File: config.mk
export PLATFORM = sky130hd
export DESIGN_NAME = prs_redundancy_stats_regs
export DESIGN_NICKNAME = d
export VERILOG_FILES = /design/src/prs_pkg.sv /design/src/prs_evt_if.sv /design/src/prs_lan_counters.sv /design/src/prs_late_lookup.sv /design/src/prs_redundancy_stats_regs.sv
export VERILOG_INCLUDE_DIRS = /design/src
export SDC_FILE = /design/constraint.sdc
export NUM_CORES = 1
export LEC_CHECK = 0
export BUFFER_PORTS_ARGS = -buffer_cell sky130_fd_sc_hd__buf_2
export CORE_MARGIN = 8
export CORE_UTILIZATION = 28
export DETAILED_ROUTE_END_ITERATION = 7
export GPL_TIMING_DRIVEN = 0
export PLACE_DENSITY = 0.45
export SLEW_MARGIN = 25
export SYNTH_ARGS = -nofsm -noshare
export SYNTH_HDL_FRONTEND = slang
export SYNTH_SLANG_ARGS = --single-unit
File: constraint.sdc
create_clock -name clock_in -period 3.2 [get_ports clock_in]
set_input_delay 0.64 -clock clock_in [delete_from_list [all_inputs] [get_ports clock_in]]
set_output_delay 0.64 -clock clock_in [all_outputs]
set_load 0.005 [all_outputs]
File: src/prs_cfg.svh
// register map, reset values, field positions and sizes of the redundancy statistics bank
`ifndef PRS_CFG_SVH
`define PRS_CFG_SVH

// ==========================================================================
// register byte addresses
`define PRS_ADDR_HIST_DATA 32'h44053d24
`define PRS_ADDR_AGING 32'h44053d2c
`define PRS_ADDR_LATE 32'h44053d30
`define PRS_ADDR_WLAN_A 32'h44053d34
`define PRS_ADDR_WLAN_B 32'h44053d38
`define PRS_ADDR_DUP_A 32'h44053d3c
`define PRS_ADDR_DUP_B 32'h44053d40
`define PRS_ADDR_LOW_A 32'h44053d44
`define PRS_ADDR_LOW_B 32'h44053d48
`define PRS_ADDR_OOS_A 32'h44053d4c
`define PRS_ADDR_CONFIG 32'h44053d60
`define PRS_ADDR_IRQ_STAT 32'h44053d64
`define PRS_ADDR_IRQ_MASK 32'h44053d68

// ==========================================================================
// reset values
`define PRS_RST_HIST_DATA 32'h00000000
`define PRS_RST_COUNT 32'h00000000
`define PRS_RST_ENABLE 1'h0
`define PRS_RST_DUP_WINDOW 16'h0080
`define PRS_RST_IRQ_MASK 4'h0

// ==========================================================================
// field positions
`define PRS_CFG_ENA_BIT 0
`define PRS_CFG_WIN_LSB 16
`define PRS_CFG_WIN_MSB 31
`define PRS_IRQ_LATE_BIT 0
`define PRS_IRQ_DUP_BIT 1
`define PRS_IRQ_LOW_BIT 2
`define PRS_IRQ_OOS_BIT 3

// ==========================================================================
// sizes and sequence arithmetic
`define PRS_NUM_PORTS 5
`define PRS_NUM_LANS 2
`define PRS_NUM_IRQ 4
`define PRS_SEQ_HALF 16'h8000
`define PRS_CNT_ONE 32'h00000001

`endif

File: src/prs_pkg.sv
// state types of the redundancy statistics bank
`default_nettype none
`include "prs_cfg.svh"
package prs_pkg;

    // register bank state
    typedef struct packed {
        logic [31:0] hist_data;
        logic [`PRS_NUM_IRQ-1:0] irq_mask;
        logic [`PRS_NUM_IRQ-1:0] irq_stat;
        logic [`PRS_NUM_PORTS-1:0] late_flags;
        logic enable;
        logic [15:0] dup_window;
        logic [31:0] prdata;
        logic pslverr;
        logic irq;
    } prs_regs_t;

    // frame counter state
    typedef struct packed {
        logic [`PRS_NUM_LANS-1:0][31:0] dup_cnt;
        logic [`PRS_NUM_LANS-1:0][31:0] low_cnt;
        logic [31:0] oos_cnt;
        logic dup_hit;
        logic low_hit;
        logic oos_hit;
    } prs_cnt_t;

    // late lookup transmit state
    typedef struct packed {
        logic [`PRS_NUM_PORTS-1:0] tx_dup;
        logic [`PRS_NUM_PORTS-1:0] tx_rct;
        logic [`PRS_NUM_PORTS-1:0] late_set;
    } prs_lkp_t;

endpackage
`default_nettype wire

File: src/prs_evt_if.sv
// signals shared between the register bank and its counter and lookup helpers
`timescale 1ns/10ps
`default_nettype none
`include "prs_cfg.svh"
interface prs_evt_if;
    logic enable;
    logic [15:0] dup_window;
    logic [`PRS_NUM_LANS-1:0] acc;
    logic [`PRS_NUM_LANS-1:0] dup;
    logic [`PRS_NUM_LANS-1:0] unexp;
    logic [`PRS_NUM_LANS-1:0][15:0] seq;
    logic [`PRS_NUM_LANS-1:0][15:0] last;
    logic [`PRS_NUM_LANS-1:0][31:0] dup_cnt;
    logic [`PRS_NUM_LANS-1:0][31:0] low_cnt;
    logic [31:0] oos_cnt;
    logic dup_hit;
    logic low_hit;
    logic oos_hit;
    logic [`PRS_NUM_PORTS-1:0] fwd;
    logic [`PRS_NUM_PORTS-1:0] looked_up;
    logic [`PRS_NUM_PORTS-1:0] tx_dup;
    logic [`PRS_NUM_PORTS-1:0] tx_rct;
    logic [`PRS_NUM_PORTS-1:0] late_set;

    // register bank side
    modport top (output enable, dup_window, acc, dup, unexp, seq, last, fwd, looked_up,
                 input dup_cnt, low_cnt, oos_cnt, dup_hit, low_hit, oos_hit,
                 input tx_dup, tx_rct, late_set);
    // counter side
    modport cnt (input dup_window, acc, dup, unexp, seq, last,
                 output dup_cnt, low_cnt, oos_cnt, dup_hit, low_hit, oos_hit);
    // lookup side
    modport lkp (input enable, fwd, looked_up, output tx_dup, tx_rct, late_set);
endinterface // prs_evt_if
`default_nettype wire

File: src/prs_lan_counters.sv
// per-lan frame statistics counters
`timescale 1ns/10ps
`default_nettype none
module prs_lan_counters
    import prs_pkg::*;
(
    input wire logic clock_in,
    input wire logic rstn_in,
    prs_evt_if.cnt evt_if
);
    prs_cnt_t st_ff;
    prs_cnt_t nxt_st;
    logic [`PRS_NUM_LANS-1:0] below;
    logic [`PRS_NUM_LANS-1:0][15:0] age;

    // ======================================================================
    // below-window test per lan, modulo sequence distance behind the last
    generate
        for (genvar l = 0; l < `PRS_NUM_LANS; l++)
        begin : g_lan
            assign age[l] = evt_if.last[l] - evt_if.seq[l];
            assign below[l] = evt_if.acc[l] & (age[l] > evt_if.dup_window)
                              & (age[l] < `PRS_SEQ_HALF);
        end
    endgenerate

    // ======================================================================
    // counter update, one step per qualifying frame
    always_comb
    begin
        nxt_st = st_ff;
        nxt_st.dup_hit = 1'b0;
        nxt_st.low_hit = 1'b0;
        nxt_st.oos_hit = 1'b0;
        for (int l = 0; l < `PRS_NUM_LANS; l++)
        begin
            if (evt_if.dup[l])
            begin
                nxt_st.dup_cnt[l] = st_ff.dup_cnt[l] + `PRS_CNT_ONE;
                nxt_st.dup_hit = 1'b1;
            end
            if (below[l])
            begin
                nxt_st.low_cnt[l] = st_ff.low_cnt[l] + `PRS_CNT_ONE;
                nxt_st.low_hit = 1'b1;
            end
        end
        // lan a unexpected count also steps with its below-window count
        if (evt_if.acc[0] & (evt_if.unexp[0] | below[0]))
        begin
            nxt_st.oos_cnt = st_ff.oos_cnt + `PRS_CNT_ONE;
            nxt_st.oos_hit = 1'b1;
        end
    end

    // state register
    always_ff @(posedge clock_in or negedge rstn_in)
    begin
        if (!rstn_in)
            st_ff <= '0;
        else
            st_ff <= nxt_st;
    end

    assign evt_if.dup_cnt = st_ff.dup_cnt;
    assign evt_if.low_cnt = st_ff.low_cnt;
    assign evt_if.oos_cnt = st_ff.oos_cnt;
    assign evt_if.dup_hit = st_ff.dup_hit;
    assign evt_if.low_hit = st_ff.low_hit;
    assign evt_if.oos_hit = st_ff.oos_hit;
endmodule // prs_lan_counters
`default_nettype wire

File: src/prs_late_lookup.sv
// transmit decision for frames toward the redundant ports per source port
`timescale 1ns/10ps
`default_nettype none
module prs_late_lookup
    import prs_pkg::*;
(
    input wire logic clock_in,
    input wire logic rstn_in,
    prs_evt_if.lkp evt_if
);
    prs_lkp_t st_ff;
    prs_lkp_t nxt_st;

    // ======================================================================
    // a forwarded frame is duplicated only while enabled; its trailer only if lookup done
    always_comb
    begin
        nxt_st = st_ff;
        nxt_st.tx_dup = evt_if.fwd & {`PRS_NUM_PORTS{evt_if.enable}};
        nxt_st.tx_rct = nxt_st.tx_dup & evt_if.looked_up;
        nxt_st.late_set = nxt_st.tx_dup & ~evt_if.looked_up;
    end

    // state register
    always_ff @(posedge clock_in or negedge rstn_in)
    begin
        if (!rstn_in)
            st_ff <= '0;
        else
            st_ff <= nxt_st;
    end

    assign evt_if.tx_dup = st_ff.tx_dup;
    assign evt_if.tx_rct = st_ff.tx_rct;
    assign evt_if.late_set = st_ff.late_set;
endmodule // prs_late_lookup
`default_nettype wire

File: src/prs_redundancy_stats_regs.sv
// apb register bank for redundancy status, late lookup flags and lan statistics
//
// Contract
// - 32-bit read/write history memory data register.
// - completed memory read loads the data register.
// - read-only 16-bit next aging scan index.
// - five sticky per-port late lookup flags.
// - writing one clears a flag; zero keeps.
// - all late flags clear while redundancy disabled.
// - late lookup: duplicate frame, omit trailer.
// - per-lan 32-bit duplicate drop counts.
// - per-lan 32-bit below-window sequence counts.
// - lan a 32-bit unexpected sequence count.
// - lan a below-window step also steps its unexpected count.
// - wrong-lan registers mapped, always read zero.
//
// Our own choice: the APB slave port.
`timescale 1ns/10ps
`default_nettype none
module prs_redundancy_stats_regs
    import prs_pkg::*;
(
    // clock and reset
    input wire logic clock_in,
    input wire logic rstn_in,
    // apb slave
    input wire logic psel_in,
    input wire logic penable_in,
    input wire logic pwrite_in,
    input wire logic [31:0] paddr_in,
    input wire logic [31:0] pwdata_in,
    input wire logic [3:0] pstrb_in,
    output logic [31:0] prdata_out,
    output logic pready_out,
    output logic pslverr_out,
    // interrupt
    output logic irq_out,
    // history memory controller
    input wire logic hist_rd_done_in,
    input wire logic [31:0] hist_rd_data_in,
    output logic [31:0] hist_wr_data_out,
    input wire logic [15:0] age_addr_in,
    // configuration seen by the datapath
    output logic redundancy_enable_out,
    output logic [15:0] duplicate_window_out,
    // per-port transmit toward the redundant ports
    input wire logic [`PRS_NUM_PORTS-1:0] fwd_in,
    input wire logic [`PRS_NUM_PORTS-1:0] lookup_done_in,
    output logic [`PRS_NUM_PORTS-1:0] tx_dup_out,
    output logic [`PRS_NUM_PORTS-1:0] tx_rct_out,
    // lan a frame events
    input wire logic acc_a_in,
    input wire logic dup_a_in,
    input wire logic unexp_a_in,
    input wire logic [15:0] seq_a_in,
    input wire logic [15:0] last_a_in,
    // lan b frame events
    input wire logic acc_b_in,
    input wire logic dup_b_in,
    input wire logic unexp_b_in,
    input wire logic [15:0] seq_b_in,
    input wire logic [15:0] last_b_in
);

    // ======================================================================
    // declarations
    prs_regs_t st_ff;
    prs_regs_t nxt_st;
    prs_evt_if evt ();
    logic apb_setup;
    logic apb_access;
    logic apb_wr;
    logic apb_rd;
    logic addr_hit;
    logic [31:0] rd_word;
    logic [31:0] cfg_word;
    logic [31:0] cfg_new;
    logic [`PRS_NUM_PORTS-1:0] late_clr;
    logic [`PRS_NUM_IRQ-1:0] irq_evt;
    logic [`PRS_NUM_IRQ-1:0] irq_clr;

    // ======================================================================
    // byte-lane merge of a write into a stored word
    function automatic logic [31:0] strb_merge(input logic [31:0] old_word,
                                               input logic [31:0] new_word,
                                               input logic [3:0] strb);
        logic [31:0] mask;
        mask = {{8{strb[3]}}, {8{strb[2]}}, {8{strb[1]}}, {8{strb[0]}}};
        strb_merge = (old_word & ~mask) | (new_word & mask);
    endfunction

    // ======================================================================
    // helper modules
    // sequence and duplicate statistics
    prs_lan_counters u_counters
    (
        .clock_in (clock_in),
        .rstn_in (rstn_in),
        .evt_if (evt.cnt)
    );

    // transmit decision on late source lookups
    prs_late_lookup u_lookup
    (
        .clock_in (clock_in),
        .rstn_in (rstn_in),
        .evt_if (evt.lkp)
    );

    // datapath events pass straight in; they share this clock
    assign evt.enable = st_ff.enable;
    assign evt.dup_window = st_ff.dup_window;
    assign evt.acc = {acc_b_in, acc_a_in};
    assign evt.dup = {dup_b_in, dup_a_in};
    assign evt.unexp = {unexp_b_in, unexp_a_in};
    assign evt.seq = {seq_b_in, seq_a_in};
    assign evt.last = {last_b_in, last_a_in};
    assign evt.fwd = fwd_in;
    assign evt.looked_up = lookup_done_in;

    // ======================================================================
    // apb phase decode
    assign apb_setup = psel_in & ~penable_in;
    assign apb_access = psel_in & penable_in;
    assign apb_wr = apb_access & pwrite_in;
    assign apb_rd = apb_access & ~pwrite_in;

    // packed view of the configuration register
    always_comb
    begin
        cfg_word = 32'h00000000;
        cfg_word[`PRS_CFG_ENA_BIT] = st_ff.enable;
        cfg_word[`PRS_CFG_WIN_MSB:`PRS_CFG_WIN_LSB] = st_ff.dup_window;
        cfg_new = strb_merge(cfg_word, pwdata_in, pstrb_in);
    end

    // ======================================================================
    // read data and address decode, taken in the setup phase
    always_comb
    begin
        addr_hit = 1'b1;
        rd_word = 32'h00000000;
        case (paddr_in)
            `PRS_ADDR_HIST_DATA:
                rd_word = st_ff.hist_data;
            `PRS_ADDR_AGING:
                rd_word = {16'h0000, age_addr_in};
            `PRS_ADDR_LATE:
                rd_word = {27'h0000000, st_ff.late_flags};
            `PRS_ADDR_WLAN_A:
                rd_word = 32'h00000000;
            `PRS_ADDR_WLAN_B:
                rd_word = 32'h00000000;
            `PRS_ADDR_DUP_A:
                rd_word = evt.dup_cnt[0];
            `PRS_ADDR_DUP_B:
                rd_word = evt.dup_cnt[1];
            `PRS_ADDR_LOW_A:
                rd_word = evt.low_cnt[0];
            `PRS_ADDR_LOW_B:
                rd_word = evt.low_cnt[1];
            `PRS_ADDR_OOS_A:
                rd_word = evt.oos_cnt;
            `PRS_ADDR_CONFIG:
                rd_word = cfg_word;
            `PRS_ADDR_IRQ_STAT:
                rd_word = {28'h0000000, st_ff.irq_stat};
            `PRS_ADDR_IRQ_MASK:
                rd_word = {28'h0000000, st_ff.irq_mask};
            default:
                addr_hit = 1'b0;
        endcase
    end

    // ======================================================================
    // event and clear vectors
    always_comb
    begin
        irq_evt = 4'h0;
        irq_evt[`PRS_IRQ_LATE_BIT] = |evt.late_set;
        irq_evt[`PRS_IRQ_DUP_BIT] = evt.dup_hit;
        irq_evt[`PRS_IRQ_LOW_BIT] = evt.low_hit;
        irq_evt[`PRS_IRQ_OOS_BIT] = evt.oos_hit;
        // a status read clears only the bits it reported in its setup cycle
        irq_clr = 4'h0;
        if (apb_rd && paddr_in == `PRS_ADDR_IRQ_STAT)
            irq_clr = st_ff.prdata[`PRS_NUM_IRQ-1:0];
        // write-one-to-clear of late flags, low byte lane only
        late_clr = 5'h00;
        if (apb_wr && paddr_in == `PRS_ADDR_LATE && pstrb_in[0])
            late_clr = pwdata_in[`PRS_NUM_PORTS-1:0];
    end

    // ======================================================================
    // next state of the register bank
    always_comb
    begin
        nxt_st = st_ff;
        // setup phase captures the answer so prdata comes from a flop
        if (apb_setup)
        begin
            nxt_st.prdata = rd_word;
            nxt_st.pslverr = ~addr_hit;
        end
        // software writes in the access phase
        if (apb_wr)
        begin
            case (paddr_in)
                `PRS_ADDR_HIST_DATA:
                    nxt_st.hist_data = strb_merge(st_ff.hist_data, pwdata_in, pstrb_in);
                `PRS_ADDR_CONFIG:
                begin
                    nxt_st.enable = cfg_new[`PRS_CFG_ENA_BIT];
                    nxt_st.dup_window = cfg_new[`PRS_CFG_WIN_MSB:`PRS_CFG_WIN_LSB];
                end
                `PRS_ADDR_IRQ_MASK:
                    if (pstrb_in[0])
                        nxt_st.irq_mask = pwdata_in[`PRS_NUM_IRQ-1:0];
                default:
                    nxt_st.hist_data = st_ff.hist_data;
            endcase
        end
        // a completed memory read wins over a same-cycle software write
        if (hist_rd_done_in)
            nxt_st.hist_data = hist_rd_data_in;
        // sticky late flags, a new event wins over a clear
        nxt_st.late_flags = (st_ff.late_flags & ~late_clr) | evt.late_set;
        // disabled redundancy holds every late flag at zero
        if (!st_ff.enable)
            nxt_st.late_flags = 5'h00;
        // sticky interrupt status, set wins over the read clear
        nxt_st.irq_stat = (st_ff.irq_stat & ~irq_clr) | irq_evt;
        nxt_st.irq = |(nxt_st.irq_stat & nxt_st.irq_mask);
    end

    // ======================================================================
    // state register
    always_ff @(posedge clock_in or negedge rstn_in)
    begin
        if (!rstn_in)
        begin
            st_ff <= '0;
            st_ff.hist_data <= `PRS_RST_HIST_DATA;
            st_ff.enable <= `PRS_RST_ENABLE;
            st_ff.dup_window <= `PRS_RST_DUP_WINDOW;
            st_ff.irq_mask <= `PRS_RST_IRQ_MASK;
        end
        else
        begin
            st_ff <= nxt_st;
        end
    end

    // ======================================================================
    // outputs
    assign prdata_out = st_ff.prdata;
    assign pready_out = 1'b1; // zero wait states
    assign pslverr_out = apb_access & st_ff.pslverr;
    assign irq_out = st_ff.irq;
    assign hist_wr_data_out = st_ff.hist_data;
    assign redundancy_enable_out = st_ff.enable;
    assign duplicate_window_out = st_ff.dup_window;
    assign tx_dup_out = evt.tx_dup;
    assign tx_rct_out = evt.tx_rct;

endmodule // prs_redundancy_stats_regs
`default_nettype wire

# Yosys cells after proc, flatten, opt, wreduce, memory -nomap -nowiden
# Index checks and enable logic that the tools add are counted.
[word_totals] ff_bits=274 in_bits=202 output_inout_bits=94
[op_classes] addsub=7 magnitude_cmp=4 eq_ne=13 n_mux=15 bitwise=31 reduce_logical=10
[op_table] operator="32-bit by 31-bit == test with 1-bit output, second input constant" n=13
[op_table] operator="32-bit one-hot mux with 11 select lines" n=1
[op_table] operator="32-bit by 1-bit adder with 32-bit output, second input constant" n=5
[op_table] operator="32-bit bitwise AND" n=3
[op_table] operator="32-bit 2-to-1 mux" n=2
[op_table] operator="32-bit bitwise OR" n=2
[op_table] operator="36-bit 2-to-1 mux" n=1
[op_table] operator="16-bit greater-than comparator" n=2
[op_table] operator="16-bit < comparator, second input constant" n=2
[op_table] operator="32-bit inverter" n=1
[op_table] operator="16-bit subtractor" n=2
[op_table] operator="5-bit bitwise AND" n=4
[op_table] operator="13-bit OR reduction" n=1
[op_table] operator="4-bit 2-to-1 mux" n=3
[op_table] operator="1-bit bitwise AND" n=10
[op_table] operator="5-bit 2-to-1 mux" n=2
[op_table] operator="5-bit inverter" n=2
[op_table] operator="4-bit bitwise AND" n=2
[op_table] operator="1-bit 2-to-1 mux" n=6
[op_table] operator="5-bit bitwise OR" n=1
[op_table] operator="5-bit OR reduction" n=1
[op_table] operator="4-bit inverter" n=1
[op_table] operator="4-bit bitwise OR" n=1
[op_table] operator="2-bit AND reduction" n=2
[op_table] operator="5 further kinds" n=10

# Depth between registers and ports, before layout
# Gate-level depths: netlist (run 1).
[logic_depth] ltp_word=9 depth_mapped=22 ltp_nobuf=21

# Cells and area by module
# From an unflattened synthesis (run 1), not the netlist that was laid out.
[hier_totals] hier_cells=1596 area_unflattened_um2=16036.6
[by_module_without_submodules] module="prs_lan_counters" instances=1 cells_each=957 area_per_inst_um2=9471.6
[by_module_without_submodules] module="prs_redundancy_stats_regs" instances=1 cells_each=608 area_per_inst_um2=6059.6
[by_module_without_submodules] module="prs_late_lookup" instances=1 cells_each=31 area_per_inst_um2=505.5

# Worst setup path before layout (run 1)
# OpenSTA, ideal clock, no wires.
[synth_path] path_type="input to register" start="input last_a_in[0]" end="register u_counters.st_ff, in the netlist u_counters.evt_if.low_cnt[1]" t_arrival_ns=4.476 t_required_ns=3.075 setup_slack_ns=-1.401 path_stages=20 cell_sequence="inv_1 -> ha_1 -> fa_1 -> nor2b_1 -> o21ai_0 -> nand2b_1 -> a21oi_1 -> o21ai_0 -> a41oi_1 -> a21oi_1 -> xor2_1 -> ha_1 -> a21oi_1 -> nand2_1 -> a21oi_1 -> or4b_2 -> and2_1 -> nand2_1 -> clkbuf_1 -> mux2_2"
[synth_via] elab_chain_len=4 word_cells_on_any_way=5
[synth_lines] item="start: declaration" line="prs_redundancy_stats_regs.sv:56" text="input wire logic [15:0] last_a_in,"
[synth_lines] item="16-bit subtractor (*)" line="prs_lan_counters.sv:21" text="assign age[l] = evt_if.last[l] - evt_if.seq[l];"
[synth_lines] item="16-bit greater-than comparator" line="prs_lan_counters.sv:22" text="assign below[l] = evt_if.acc[l] & (age[l] > evt_if.dup_window)"
[synth_lines] item="1-bit bitwise AND" line="prs_lan_counters.sv:22"
[synth_lines] item="1-bit bitwise AND (*)" line="prs_lan_counters.sv:22"
[synth_lines] item="end signal: assignment" line="prs_lan_counters.sv:62" text="st_ff <= nxt_st;"
[synth_lines] item="end: declaration" line="prs_lan_counters.sv:11" text="prs_cnt_t st_ff;"
# Mark *: on every way between the ends. The rest lies on a longest branch, timed or not.
# A chain may end at the register's enable or synchronous reset.

# Worst setup path after layout (run 1)
[layout_path] start="input last_a_in[0]" end="register u_counters.st_ff, in the netlist u_counters.evt_if.oos_cnt[2]"
[layout_via] elab_chain_len=6 word_cells_on_any_way=7
[layout_lines] item="16-bit subtractor (*)" line="prs_lan_counters.sv:21"
[layout_lines] item="16-bit greater-than comparator" line="prs_lan_counters.sv:22"
[layout_lines] item="1-bit bitwise AND" line="prs_lan_counters.sv:22"
[layout_lines] item="1-bit bitwise AND (*)" line="prs_lan_counters.sv:22"
[layout_lines] item="1-bit bitwise OR (*)" line="prs_lan_counters.sv:49" text="if (evt_if.acc[0] & (evt_if.unexp[0] | below[0]))"
[layout_lines] item="1-bit bitwise AND (*)" line="prs_lan_counters.sv:49"
# Marks and branches as above.

==> out/results.tsv, run 1 <==
metric	value	unit
CP max stage delay	0.50	ns
share of layout cells above drive strength 1	32.26	%
Critical Path Fanout Max	5	
cell taking the most area after synthesis	dfrtp_1	
unrepaired setup endpoints after global routing	yes	
Tot GR Track Use	17.29	%
synth top area cells	dfrtp_1, xnor2_1, ha_1	
Crit Path Class	in2reg	
IO Pins	296	
number of global-route vias before repair	14030	
final layout net count	2269	
yosys warns	0	
period utilisation layout	128.5	%
gpl congestion	0.8643	
DR vias/cell	4.996	
P&R area growth vs syn	31.61	%
DR DRC count	0	
Worst EP required	3.63	ns
CP Data Arrival Time	4.54	ns
WP depth	24	
metal2 WL	26760	microns
drt first pass iters	7	
slowest stage cell, crit path	or4b_4	
Cell Chain, Critical Path	buf_8, inv_12, ha_4, fa_2, nor2b_1, o21ai_1, nand2b_1, a21oi_2, o21ai_2, a41oi_2, a21oi_2, xor2_1, ha_1, a21oi_1, nand2_1, a21oi_1, or4b_4, buf_4, a31oi_4, a31oi_4, buf_6, buf_8, buf_4, xor2_1	
CTS clk-pin slew, worst paths	0.06	ns
H-tree lvl count	2	
Worst Setup SP	last_a_in[0]	
Worst Hold Class	in2reg	
vias	13890	
first-pass GRT wire length	86230	microns
initial antenna violation count	3	
Die H	254.2	microns
TritonCTS Buffers	34	
met3 wire len	3097	microns
DP HPWL	45030	microns
R2R depth	13	
Worst Tran Pin Value	0.8958	ns
fin. max-slew vios	0	
Final Cell Area	0.02092	sq mm
P_leak	9.955	nW
PwrDens	471.1	mW/mm^2
DR top layer	met4	
Max Clock Freq	243.1	MHz
root buf cell	clkbuf_16	
final setup violation count	98	
routed len/inst	20.61	microns
peak supply drop	264.2	uV
outcome	finished with violations	
post-synth cell types	68	
core area	0.05628	sq mm
worst-skew pair later-pin latency	0.55	ns
clock skew	0.01805	ns
Area after DPL	0.01875	sq mm
# rows	87	
EDFF count, synth	0	
Clock Sinks	274	
main flop type after synthesis	dfrtp_1	
post-synthesis sequential area ratio	43.15	%
worst reg2reg path endpoint	u_counters.evt_if.oos_cnt[2]$_DFFE_PN0P_	
WL final	57300	microns
FFs w/ async S/R, synth	100.0	%
CP delay by family, top	compound AO/OA/AOI/OAI gates	
post-synth top area share	42.99	%
post-route ant nets	0	
Buf+Inv Stages, Crit Path	6	
Tmin final	4.113	ns
GR Overflow Total	0	
WHS	0.2493	ns
startpoint types	primary input	
Final Core Density	37.17	%
Final Hold Fails	0	
failing checks	negative setup slack	
Slew Limit Headroom	39.78	%
Post-Syn Area	0.01589	sq mm
fin worst setup slack	-0.9131	ns
Initial DRC Count	1059	
Worst Setup EP	u_counters.evt_if.oos_cnt[2]$_DFFE_PN0P_	
Yosys reg bits	274	
Post-Synthesis Cells	1628	
CTS tree	yes	
r2r setup slk	0.12	ns
chip width	254.2	microns
Die ar.	0.06464	sq mm
hold_sp	lookup_done_in[1]	
Clock Path Buffers	3	
crit end category	flip-flop	
pin count of the biggest net entering global routing	89	
initial core utilization	28.24	%
Post-Syn Area per Cell	9.762	sq um
Max-Cap Viols	0	
Port Buf Inserts	291	
met1 wire length	26680	microns
synthesized net count	1899	
-- registers in the layout, summed over array words and instances, names as in the netlist, named ones only --
name	flops
u_counters.evt_if.oos_cnt	32
irq_out	1
u_counters.evt_if.low_cnt	64
u_counters.evt_if.oos_hit	1
u_lookup.evt_if.tx_dup	5
u_counters.evt_if.dup_hit	1
hist_wr_data_out	32
u_counters.evt_if.dup_cnt	64
u_counters.evt_if.low_hit	1
u_lookup.evt_if.tx_rct	5
st_ff	14
prdata_out	32
u_lookup.evt_if.late_set	5
-- stage by stage --
step | power, mW | setup slack (ns) | TNS (ns) | cells
6_report | 9.855 | -0.9131 | -69.94 | 2780
5_1_grt | 10.34 | -1.092 | -89.51 | 2780
4_1_cts | 9.914 | -0.9338 | -68.32 | 2770
3_5_place_dp | 5.738 | -2.126 | -222.30 | 2678
3_3_place_gp | 5.691 | -4.063 | -1318.37 | 2675
2_1_floorplan | 5.001 | -1.111 | -88.14 | 1628
-- repair_timing --
action,4_1_cts,5_1_grt
endpoints found under the hold margin,26,0
gates resized for setup,91,59
hold buffers,1,0
gates cloned,2,1
endpoints found under the setup margin,127,130
pin swaps,58,49
setup buffers,30,11
-- where the power goes --
part           switching [mW]  total (mW)  internal (mW)
Combinational            1.05        1.93          0.880
Clock                    1.56        3.89           2.33
Sequential              0.336        4.03           3.69
-- placed cells by master (no fill, tap or decap), types with 5 or more instances in the layout --
cell type / synthesis / final
nor4_4: 0 / 5
and3_1: 52 / 51
clkbuf_2: 0 / 5
nor2_1: 46 / 44
a21o_1: 17 / 17
nand2b_1: 8 / 8
buf_8: 0 / 7
clkbuf_8: 0 / 7
xor2_1: 58 / 58
a21oi_2: 0 / 9
a222oi_1: 32 / 32
mux2i_1: 32 / 32
nand4_1: 63 / 63
nor3_1: 34 / 32
a22oi_1: 36 / 36
a21oi_1: 41 / 31
buf_4: 84 / 116
mux2_2: 26 / 25
and2_1: 22 / 20
nor4_2: 1 / 13
nand3_1: 78 / 56
and4_1: 13 / 13
dfrtp_1: 273 / 273
a221oi_1: 33 / 31
ha_4: 0 / 7
nand3_4: 0 / 5
buf_2: 19 / 291
xnor2_1: 120 / 113
nand2_1: 171 / 168
o21ai_0: 74 / 68
nand3_2: 3 / 20
buf_6: 0 / 16
xnor2_2: 0 / 7
buf_1: 7 / 6
inv_1: 72 / 66
ha_1: 67 / 59
clkbuf_1: 35 / 33
o21ai_1: 6 / 9
nor2b_1: 15 / 12
clkbuf_16: 0 / 39
-- layout make-up --
| cell class | count | area [sq um] |
|---|---|---|
| Fill cell | 5749 | 35360 |
| Multi-Input combinational cell | 1137 | 8656 |
| Sequential cell | 274 | 6858 |
| Timing Repair Buffer | 336 | 2019 |
| Buffer | 143 | 1020 |
| Clock buffer | 52 | 999.7 |
| Tap cell | 756 | 945.9 |
| Inverter | 72 | 302.8 |
| Clock inverter | 7 | 107.6 |
| Antenna cell | 3 | 7.507 |
-- cells in the mapped netlist, types with 22 or more instances --
cell,number
dfrtp_1,273
nand2_1,171
xnor2_1,120
buf_4,84
nand3_1,78
o21ai_0,74
inv_1,72
ha_1,67
nand4_1,63
xor2_1,58
and3_1,52
nor2_1,46
a21oi_1,41
a22oi_1,36
clkbuf_1,35
nor3_1,34
a221oi_1,33
a222oi_1,32
mux2i_1,32
mux2_2,26
and2_1,22
-- how the worst min path moves through the flow --
stage                                                      endpoint  slack (ns)  cells after the start
after floorplan                                           async pin        0.34                      0
after global placement    u_counters.evt_if.low_cnt[63]$_DFFE_PN0P_        0.46                      1
after detailed placement                        st_ff[59]$_DFF_PN0_        0.46                      1
after CTS                     u_lookup.evt_if.late_set[0]$_DFF_PN0_        0.21                      2
after global routing          u_lookup.evt_if.late_set[0]$_DFF_PN0_        0.23                      2
final                         u_lookup.evt_if.late_set[1]$_DFF_PN0_        0.25                      2
-- worst register-to-register path: cells and delay by family (launching register included) --
family | cells | cell delay [ns]
xor gates and xnor gates | 1 | 0.13
and+or+nand+nor | 2 | 0.66
AOI/OAI and AO/OA | 4 | 0.72
DFF | 1 | 0.41
buffers and inverters | 5 | 0.72
adders and majority gates | 1 | 0.32
-- kinds of logic after synthesis --
family | share of synthesized area, %
AOI/OAI and AO/OA | 12.24
xor gates and xnor gates | 9.810
adders and majority gates | 5.527
buffers and inverters | 7.259
DFF | 43.15
muxes | 3.858
other | 0.02360
and+or+nand+nor | 18.13
-- metal layers --
metal / vias up / track usage (%)
li1: 6562 / -
met2: 360 / 27.93
met4: 0 / 3.922
met1: 6925 / 23.99
met5: - / 0
met3: 41 / 2.995
Note: power is estimated with default switching activity, not from simulation.
==> run 2: changes to the inputs <==
SETUP_SLACK_MARGIN = 0.3   (was unset)
==> out/results.tsv, run 2 (synthesis gave the netlist of run 1 again) <==
metric	value	unit	change
fin worst setup slack	-0.9455	ns	-0.03234 ns
fin. max-slew vios	0		unchanged
P&R area growth vs syn	35.85	%	
PwrDens	468.2	mW/mm^2	-0.63%
post-placement cell count	2678		unchanged
met1 Usage GRT	23.72	%	-0.26 points
final layout net count	2287		+0.79%
Crit Path Class	in2reg		
CTS clk-pin slew, worst paths	0.06	ns	about the same
Worst Tran Pin Value	0.9345	ns	+0.03866 ns
peak supply drop	257.3	uV	-2.6%
gpl congestion	0.8364		-3.2%
GR Overflow Total	0		unchanged
Slew Limit Headroom	37.52	%	-2.3 points
Clock Sinks	274		unchanged
Area after DPL	0.01887	sq mm	+0.63%
commonest cells after routing, fill and taps aside	buf_2, dfrtp_1, nand2_1		
pin count of the biggest net entering global routing	77		-13%
DR vias/cell	5.000		about the same
period utilisation layout	129.5	%	+1.0 points
number of global-route vias before repair	14100		+0.53%
Tot GR Track Use	17.41	%	+0.11 points
total design power	10.11	mW	+2.6%
GR Util met3	2.934	%	-0.061 points
WHS	0.02257	ns	-0.2267 ns
Final Hold Fails	0		unchanged
Cell Chain, Critical Path	buf_2, inv_1, ha_1, a21oi_1, o21ai_0, nand4bb_1, and2_1, xor2_1, ha_1, nand4_1, a2111oi_4, or4b_4, or4b_4, a31oi_4, buf_6, nand4_1, xnor2_1		
drt first pass iters	8		+1
fill count	5628		-2.1%
initial antenna violation count	2		-1
failing checks	design-rule violations, negative setup slack		
worst-skew pair later-pin latency	0.55	ns	about the same
Die H	254.2	microns	unchanged
commonest non-fill, non-tap cell in the layout	buf_2		
CTS tree	yes		
Place WS	-2.110	ns	+0.01652 ns
Initial DRC Count	994		-6.1%
core area	0.05628	sq mm	unchanged
crit end category	flip-flop		
post-route non-filler standard cell count	2793		+0.47%
share of layout cells above drive strength 1	33.99	%	+1.7 points
Max Clock Freq	241.2	MHz	-0.78%
slowest stage cell, crit path	or4b_4		
vias	13970		+0.56%
Reg area	0.006858	sq mm	unchanged
first-pass GRT wire length	87000	microns	+0.89%
area of the multi-input gates	0.008892	sq mm	+2.7%
CP Data Arrival Time	4.56	ns	+0.02 ns
Clock Path Buffers	3		unchanged
Port Buf Inserts	291		unchanged
outcome	finished with violations		
P_leak	10.29	nW	+3.3%
Worst EP required	3.62	ns	about the same
unrepaired setup endpoints after global routing	yes		
Critical Path Fanout Max	6		+1
clock skew	0.02528	ns	+0.007229 ns
GRT busiest layer	met2		
met2 Track Usage GR	27.48	%	-0.45 points
DP HPWL	45110	microns	+0.17%
IO Pins	296		unchanged
routed len/inst	20.85	microns	+1.2%
DR DRC count	19		+19
Final Core Density	38.36	%	+1.2 points
# rows	87		unchanged
initial core utilization	28.24	%	unchanged
TritonCTS Buffers	34		unchanged
Tmin final	4.145	ns	+0.03234 ns
Worst Hold Class	in2async		
Final Cell Area	0.02159	sq mm	+3.2%
total negative slack	-76.04	ns	-6.103 ns
chip width	254.2	microns	unchanged
CP max stage delay	0.50	ns	about the same
WL final	58230	microns	+1.6%
startpoint types	primary input		
root buf cell	clkbuf_16		
Die ar.	0.06464	sq mm	unchanged
post-route ant nets	0		unchanged
H-tree lvl count	2		unchanged
Max-Cap Viols	0		unchanged
final setup violation count	98		unchanged
## run 2: cell types whose count changed in the layout (fill, tap and decap cells not counted), sizes merged
cell,previous run,this run
diode,3,1
buf,442,460
bufinv,2,3
clkbuf,88,82
clkinv,3,4
inv,74,75
nand2,171,172
dlygate4sd3,1,0
## run 2: worst paths after layout
| check | startpoint | end | slack [ns] | cells after the start |
|---|---|---|---|---|
| max in group asynchronous | rstn_in | async pin | 2.01 | 3 |
| setup / recovery | seq_a_in[4] | u_counters.evt_if.oos_cnt[24]$_DFFE_PN0P_ | -0.95 | 17 |
| hold reg to reg | u_counters.evt_if.low_cnt[63]$_DFFE_PN0P_ | u_counters.evt_if.low_cnt[63]$_DFFE_PN0P_ | 0.47 | 1 |
| setup reg to reg | flip-flop | u_counters.evt_if.oos_cnt[24]$_DFFE_PN0P_ | 0.09 | 10 |
| hold / removal | rstn_in | u_counters.evt_if.dup_cnt[38]$_DFFE_PN0P_ | 0.02 | 1 |
| min in group clock_in | lookup_done_in[0] | u_lookup.evt_if.late_set[0]$_DFF_PN0_ | 0.25 | 2 |
## run 2: power by group
part / internal [mW] / total, mW / switching (mW) / leakage [nW]
clock network: 2.43 / 4.01 / 1.58 / 0.569
logic: 0.942 / 2.06 / 1.12 / 6.04
registers: 3.69 / 4.03 / 0.339 / 3.68
total: 7.06 / 10.1 / 3.04 / 10.3
## run 2: final cells by class
cell class	count	area share, %
clock buffers	46	4.619
repair buffers	351	10.29
well taps	756	4.381
inverters	72	1.402
plain buffers	145	5.668
multi-input cells	1138	41.19
flip-flops and latches	274	31.76
clock inverters	10	0.6838
diodes	1	0.01159
## run 2: worst max-delay path: cells and delay by family
| kind | cells | cell delay [ns] |
|---|---|---|
| buffers and inverters | 3 | 0.28 |
| AOI/OAI and AO/OA | 4 | 1.00 |
| adders and majority gates | 2 | 0.70 |
| xor gates and xnor gates | 2 | 0.33 |
| and+or+nand+nor | 6 | 1.59 |
## run 2: timing repair
action                     4_1_cts  5_1_grt
pin swaps                       63       69
hold buffers                     0        0
setup endpoints to repair      146      175
buffers inserted                36       12
gates resized for setup        105      122
gates cloned                     8        2
## run 2: routing by layer
layer	wire [microns]	part of all wire, %	vias to the layer above
li1	-	-	6587
met1	26370	45	6886
met2	26540	46	409
met3	3548	6.1	82
met4	1757	3.0	2
met5	13	0.022	-
==> run 3: changes to the inputs <==
ABC_AREA = 1   (was unset)
CORE_MARGIN = 2   (was 8)
PLACE_DENSITY = 0.44   (was 0.45)
==> out/results.tsv, run 3 <==
metric	value	unit	change
outcome	finished clean		
Die ar.	0.07171	sq mm	+11%
P&R area growth vs syn	30.36	%	
routed len/inst	18.98	microns	-9.0%
synth top area cells	dfrtp_1, nand2_1, nand3_1		
DR DRC count	0		-19
WL final	76900	microns	+32%
gpl congestion	0.9247		+11%
Post-Syn Area	0.01948	sq mm	+23%
Worst Tran Pin Value	1.108	ns	+0.1734 ns
Max Clock Freq	335.1	MHz	+39%
share of layout cells above drive strength 1	26.43	%	-7.6 points
Final Core Density	36.97	%	-1.4 points
post-route non-filler standard cell count	4052		+45%
number of global-route vias before repair	19030		+35%
chip width	267.8	microns	+5.3%
Post-Synthesis Cells	2719		+67%
Clock Path Buffers	3		unchanged
Commonest cells post-synth	nand2_1, inv_1, dfrtp_1		
Worst EP required	3.63	ns	about the same
CP Data Arrival Time	3.42	ns	-1.14 ns
post-synth top area share	35.07	%	-7.9 points
Critical Path Fanout Max	5		-1
Post-Syn Area per Cell	7.165	sq um	-27%
crit end category	flip-flop		
unrepaired setup endpoints after global routing	yes		
post-synth cell types	50		-26%
Max-Cap Viols	0		unchanged
CTS tree	yes		
fin. max-slew vios	0		unchanged
Place WS	-0.8849	ns	+1.225 ns
final layout net count	3361		+47%
initial core utilization	28.36	%	+0.12 points
P_leak	12.67	nW	+23%
commonest cells after routing, fill and taps aside	nand2_1, buf_2, dfrtp_1		
Initial DRC Count	1436		+44%
period utilisation layout	93.25	%	-36 points
core area	0.06871	sq mm	+22%
Port Buf Inserts	286		-1.7%
main flop type after synthesis	dfrtp_1		
Clock Sinks	274		unchanged
total negative slack	0	ns	+76.04 ns
Worst Hold Class	in2reg		
Final Cell Area	0.02540	sq mm	+18%
Area after DPL	0.02264	sq mm	+20%
Tot GR Track Use	20.86	%	+3.5 points
cell taking the most area after synthesis	dfrtp_1		
startpoint types	primary input		
commonest non-fill, non-tap cell in the layout	nand2_1		
FFs w/ async S/R, synth	100.0	%	unchanged
clock skew	0.03706	ns	+0.01179 ns
drt first pass iters	8		unchanged
Final Hold Fails	0		unchanged
PwrDens	436.4	mW/mm^2	-6.8%
yosys warns	0		unchanged
final setup violation count	0		-100%
peak supply drop	294.7	uV	+15%
Tmin final	2.984	ns	-1.162 ns
H-tree lvl count	2		unchanged
DP HPWL	60920	microns	+35%
worst-skew pair later-pin latency	0.58	ns	+0.03 ns
pin count of the biggest net entering global routing	84		+9.1%
Slew Limit Headroom	25.87	%	-12 points
EDFF count, synth	0		unchanged
TritonCTS Buffers	37		+8.8%
Crit Path Class	in2reg		
post-route ant nets	0		unchanged
first-pass GRT wire length	114100	microns	+31%
most frequent cell after synthesis	nand2_1		
GR Overflow Total	0		unchanged
initial antenna violation count	7		+5
IO Pins	296		unchanged
Die H	267.8	microns	+5.3%
vias	19330		+38%
fin worst setup slack	0.2160	ns	+1.162 ns
WHS	0.2315	ns	+0.2089 ns
DR vias/cell	4.771		-4.6%
post-synthesis sequential area ratio	35.20	%	-8.0 points
root buf cell	clkbuf_16		
post-placement cell count	3939		+47%
total design power	11.08	mW	+9.7%
# rows	96		+10%
Yosys reg bits	274		unchanged
fill count	7307		+30%
CTS clk-pin slew, worst paths	0.06	ns	about the same
synthesized net count	2990		+57%
==> run 3: cell types whose count changed in the layout (fill, tap and decap cells not counted), sizes merged, moves of 34 or more <==
cell   change
nand3    +172
o21ai     +47
nor3      +34
nor2     +213
inv      +211
and3      -52
nand2    +654
xor2      +45
xnor2     -59
==> run 3: power by group <==
group	total [mW]	internal [mW]	switching [mW]
logic	2.55	1.11	1.44
registers	4.13	3.74	0.389
clock network	4.40	2.63	1.77
==> run 3: cells by family after synthesis <==
group / share of synthesized area (%)
other cells: 0.01925
xor+xnor: 7.373
fa+ha+maj: 4.508
simple gates: 33.58
mux: 1.284
compound gates: 6.833
buf+inv: 11.21
flops: 35.20
==> run 3: final timing paths <==
path / slack (ns) / startpoint / depth (start not counted) / endpoint
setup / recovery: 0.22 / seq_a_in[3] / 27 / u_counters.evt_if.oos_cnt[22]$_DFFE_PN0P_
hold / removal: 0.23 / lookup_done_in[3] / 2 / u_lookup.evt_if.late_set[3]$_DFF_PN0_
setup reg to reg: 0.95 / flip-flop / 13 / u_counters.evt_if.low_cnt[62]$_DFFE_PN0P_
hold reg to reg: 0.48 / u_counters.evt_if.dup_cnt[63]$_DFFE_PN0P_ / 1 / u_counters.evt_if.dup_cnt[63]$_DFFE_PN0P_
max in group asynchronous: 1.43 / rstn_in / 4 / async pin
min in group asynchronous: 0.60 / rstn_in / 2 / u_counters.evt_if.dup_cnt[4]$_DFFE_PN0P_
==> run 3: worst max-delay path: stages <==
cell,delay (ns)
buf_8,0.08
inv_8,0.03
ha_4,0.25
a21oi_4,0.16
o21ai_2,0.08
a21oi_2,0.16
inv_2,0.07
nand2_2,0.08
nand2_2,0.06
nand2_1,0.06
nand2_1,0.06
xor2_1,0.17
ha_1,0.29
nand2_2,0.07
nor2_4,0.12
nand2_4,0.08
nor2_4,0.08
nand2_1,0.05
nand3_1,0.07
nand2_1,0.06
inv_2,0.09
nand2_8,0.09
nand2_8,0.12
nand2_8,0.09
buf_8,0.18
nand2_2,0.05
nand2_1,0.05
==> run 3: area by class of cell <==
class | instances | area [sq um] | share of cell area, %
Multi-Input combinational cell | 1992 | 11560 | 45.52
Clock buffer | 49 | 1041 | 4.099
Buffer | 168 | 1287 | 5.069
Tap cell | 931 | 1165 | 4.586
Inverter | 286 | 1119 | 4.404
Clock inverter | 18 | 231.5 | 0.9114
Timing Repair Buffer | 331 | 2128 | 8.380
Sequential cell | 274 | 6858 | 27.00
Antenna cell | 3 | 7.507 | 0.02956
==> run 3: per-layer routing <==
layer / wire length, microns / global-route usage [%]
met2: 35480 / 33.84
met1: 35020 / 29.04
met3: 4857 / 3.647
met5: 19 / 0
met4: 1518 / 4.439
==> run 3: what timing repair did <==
item                                    CTS  global route
endpoints found under the hold margin    13             0
gates resized for setup                  67           200
endpoints found under the setup margin   98            98
gates cloned                              2             9
buffers inserted                         19            12
hold buffers                              1             0
pin swaps                                34            50
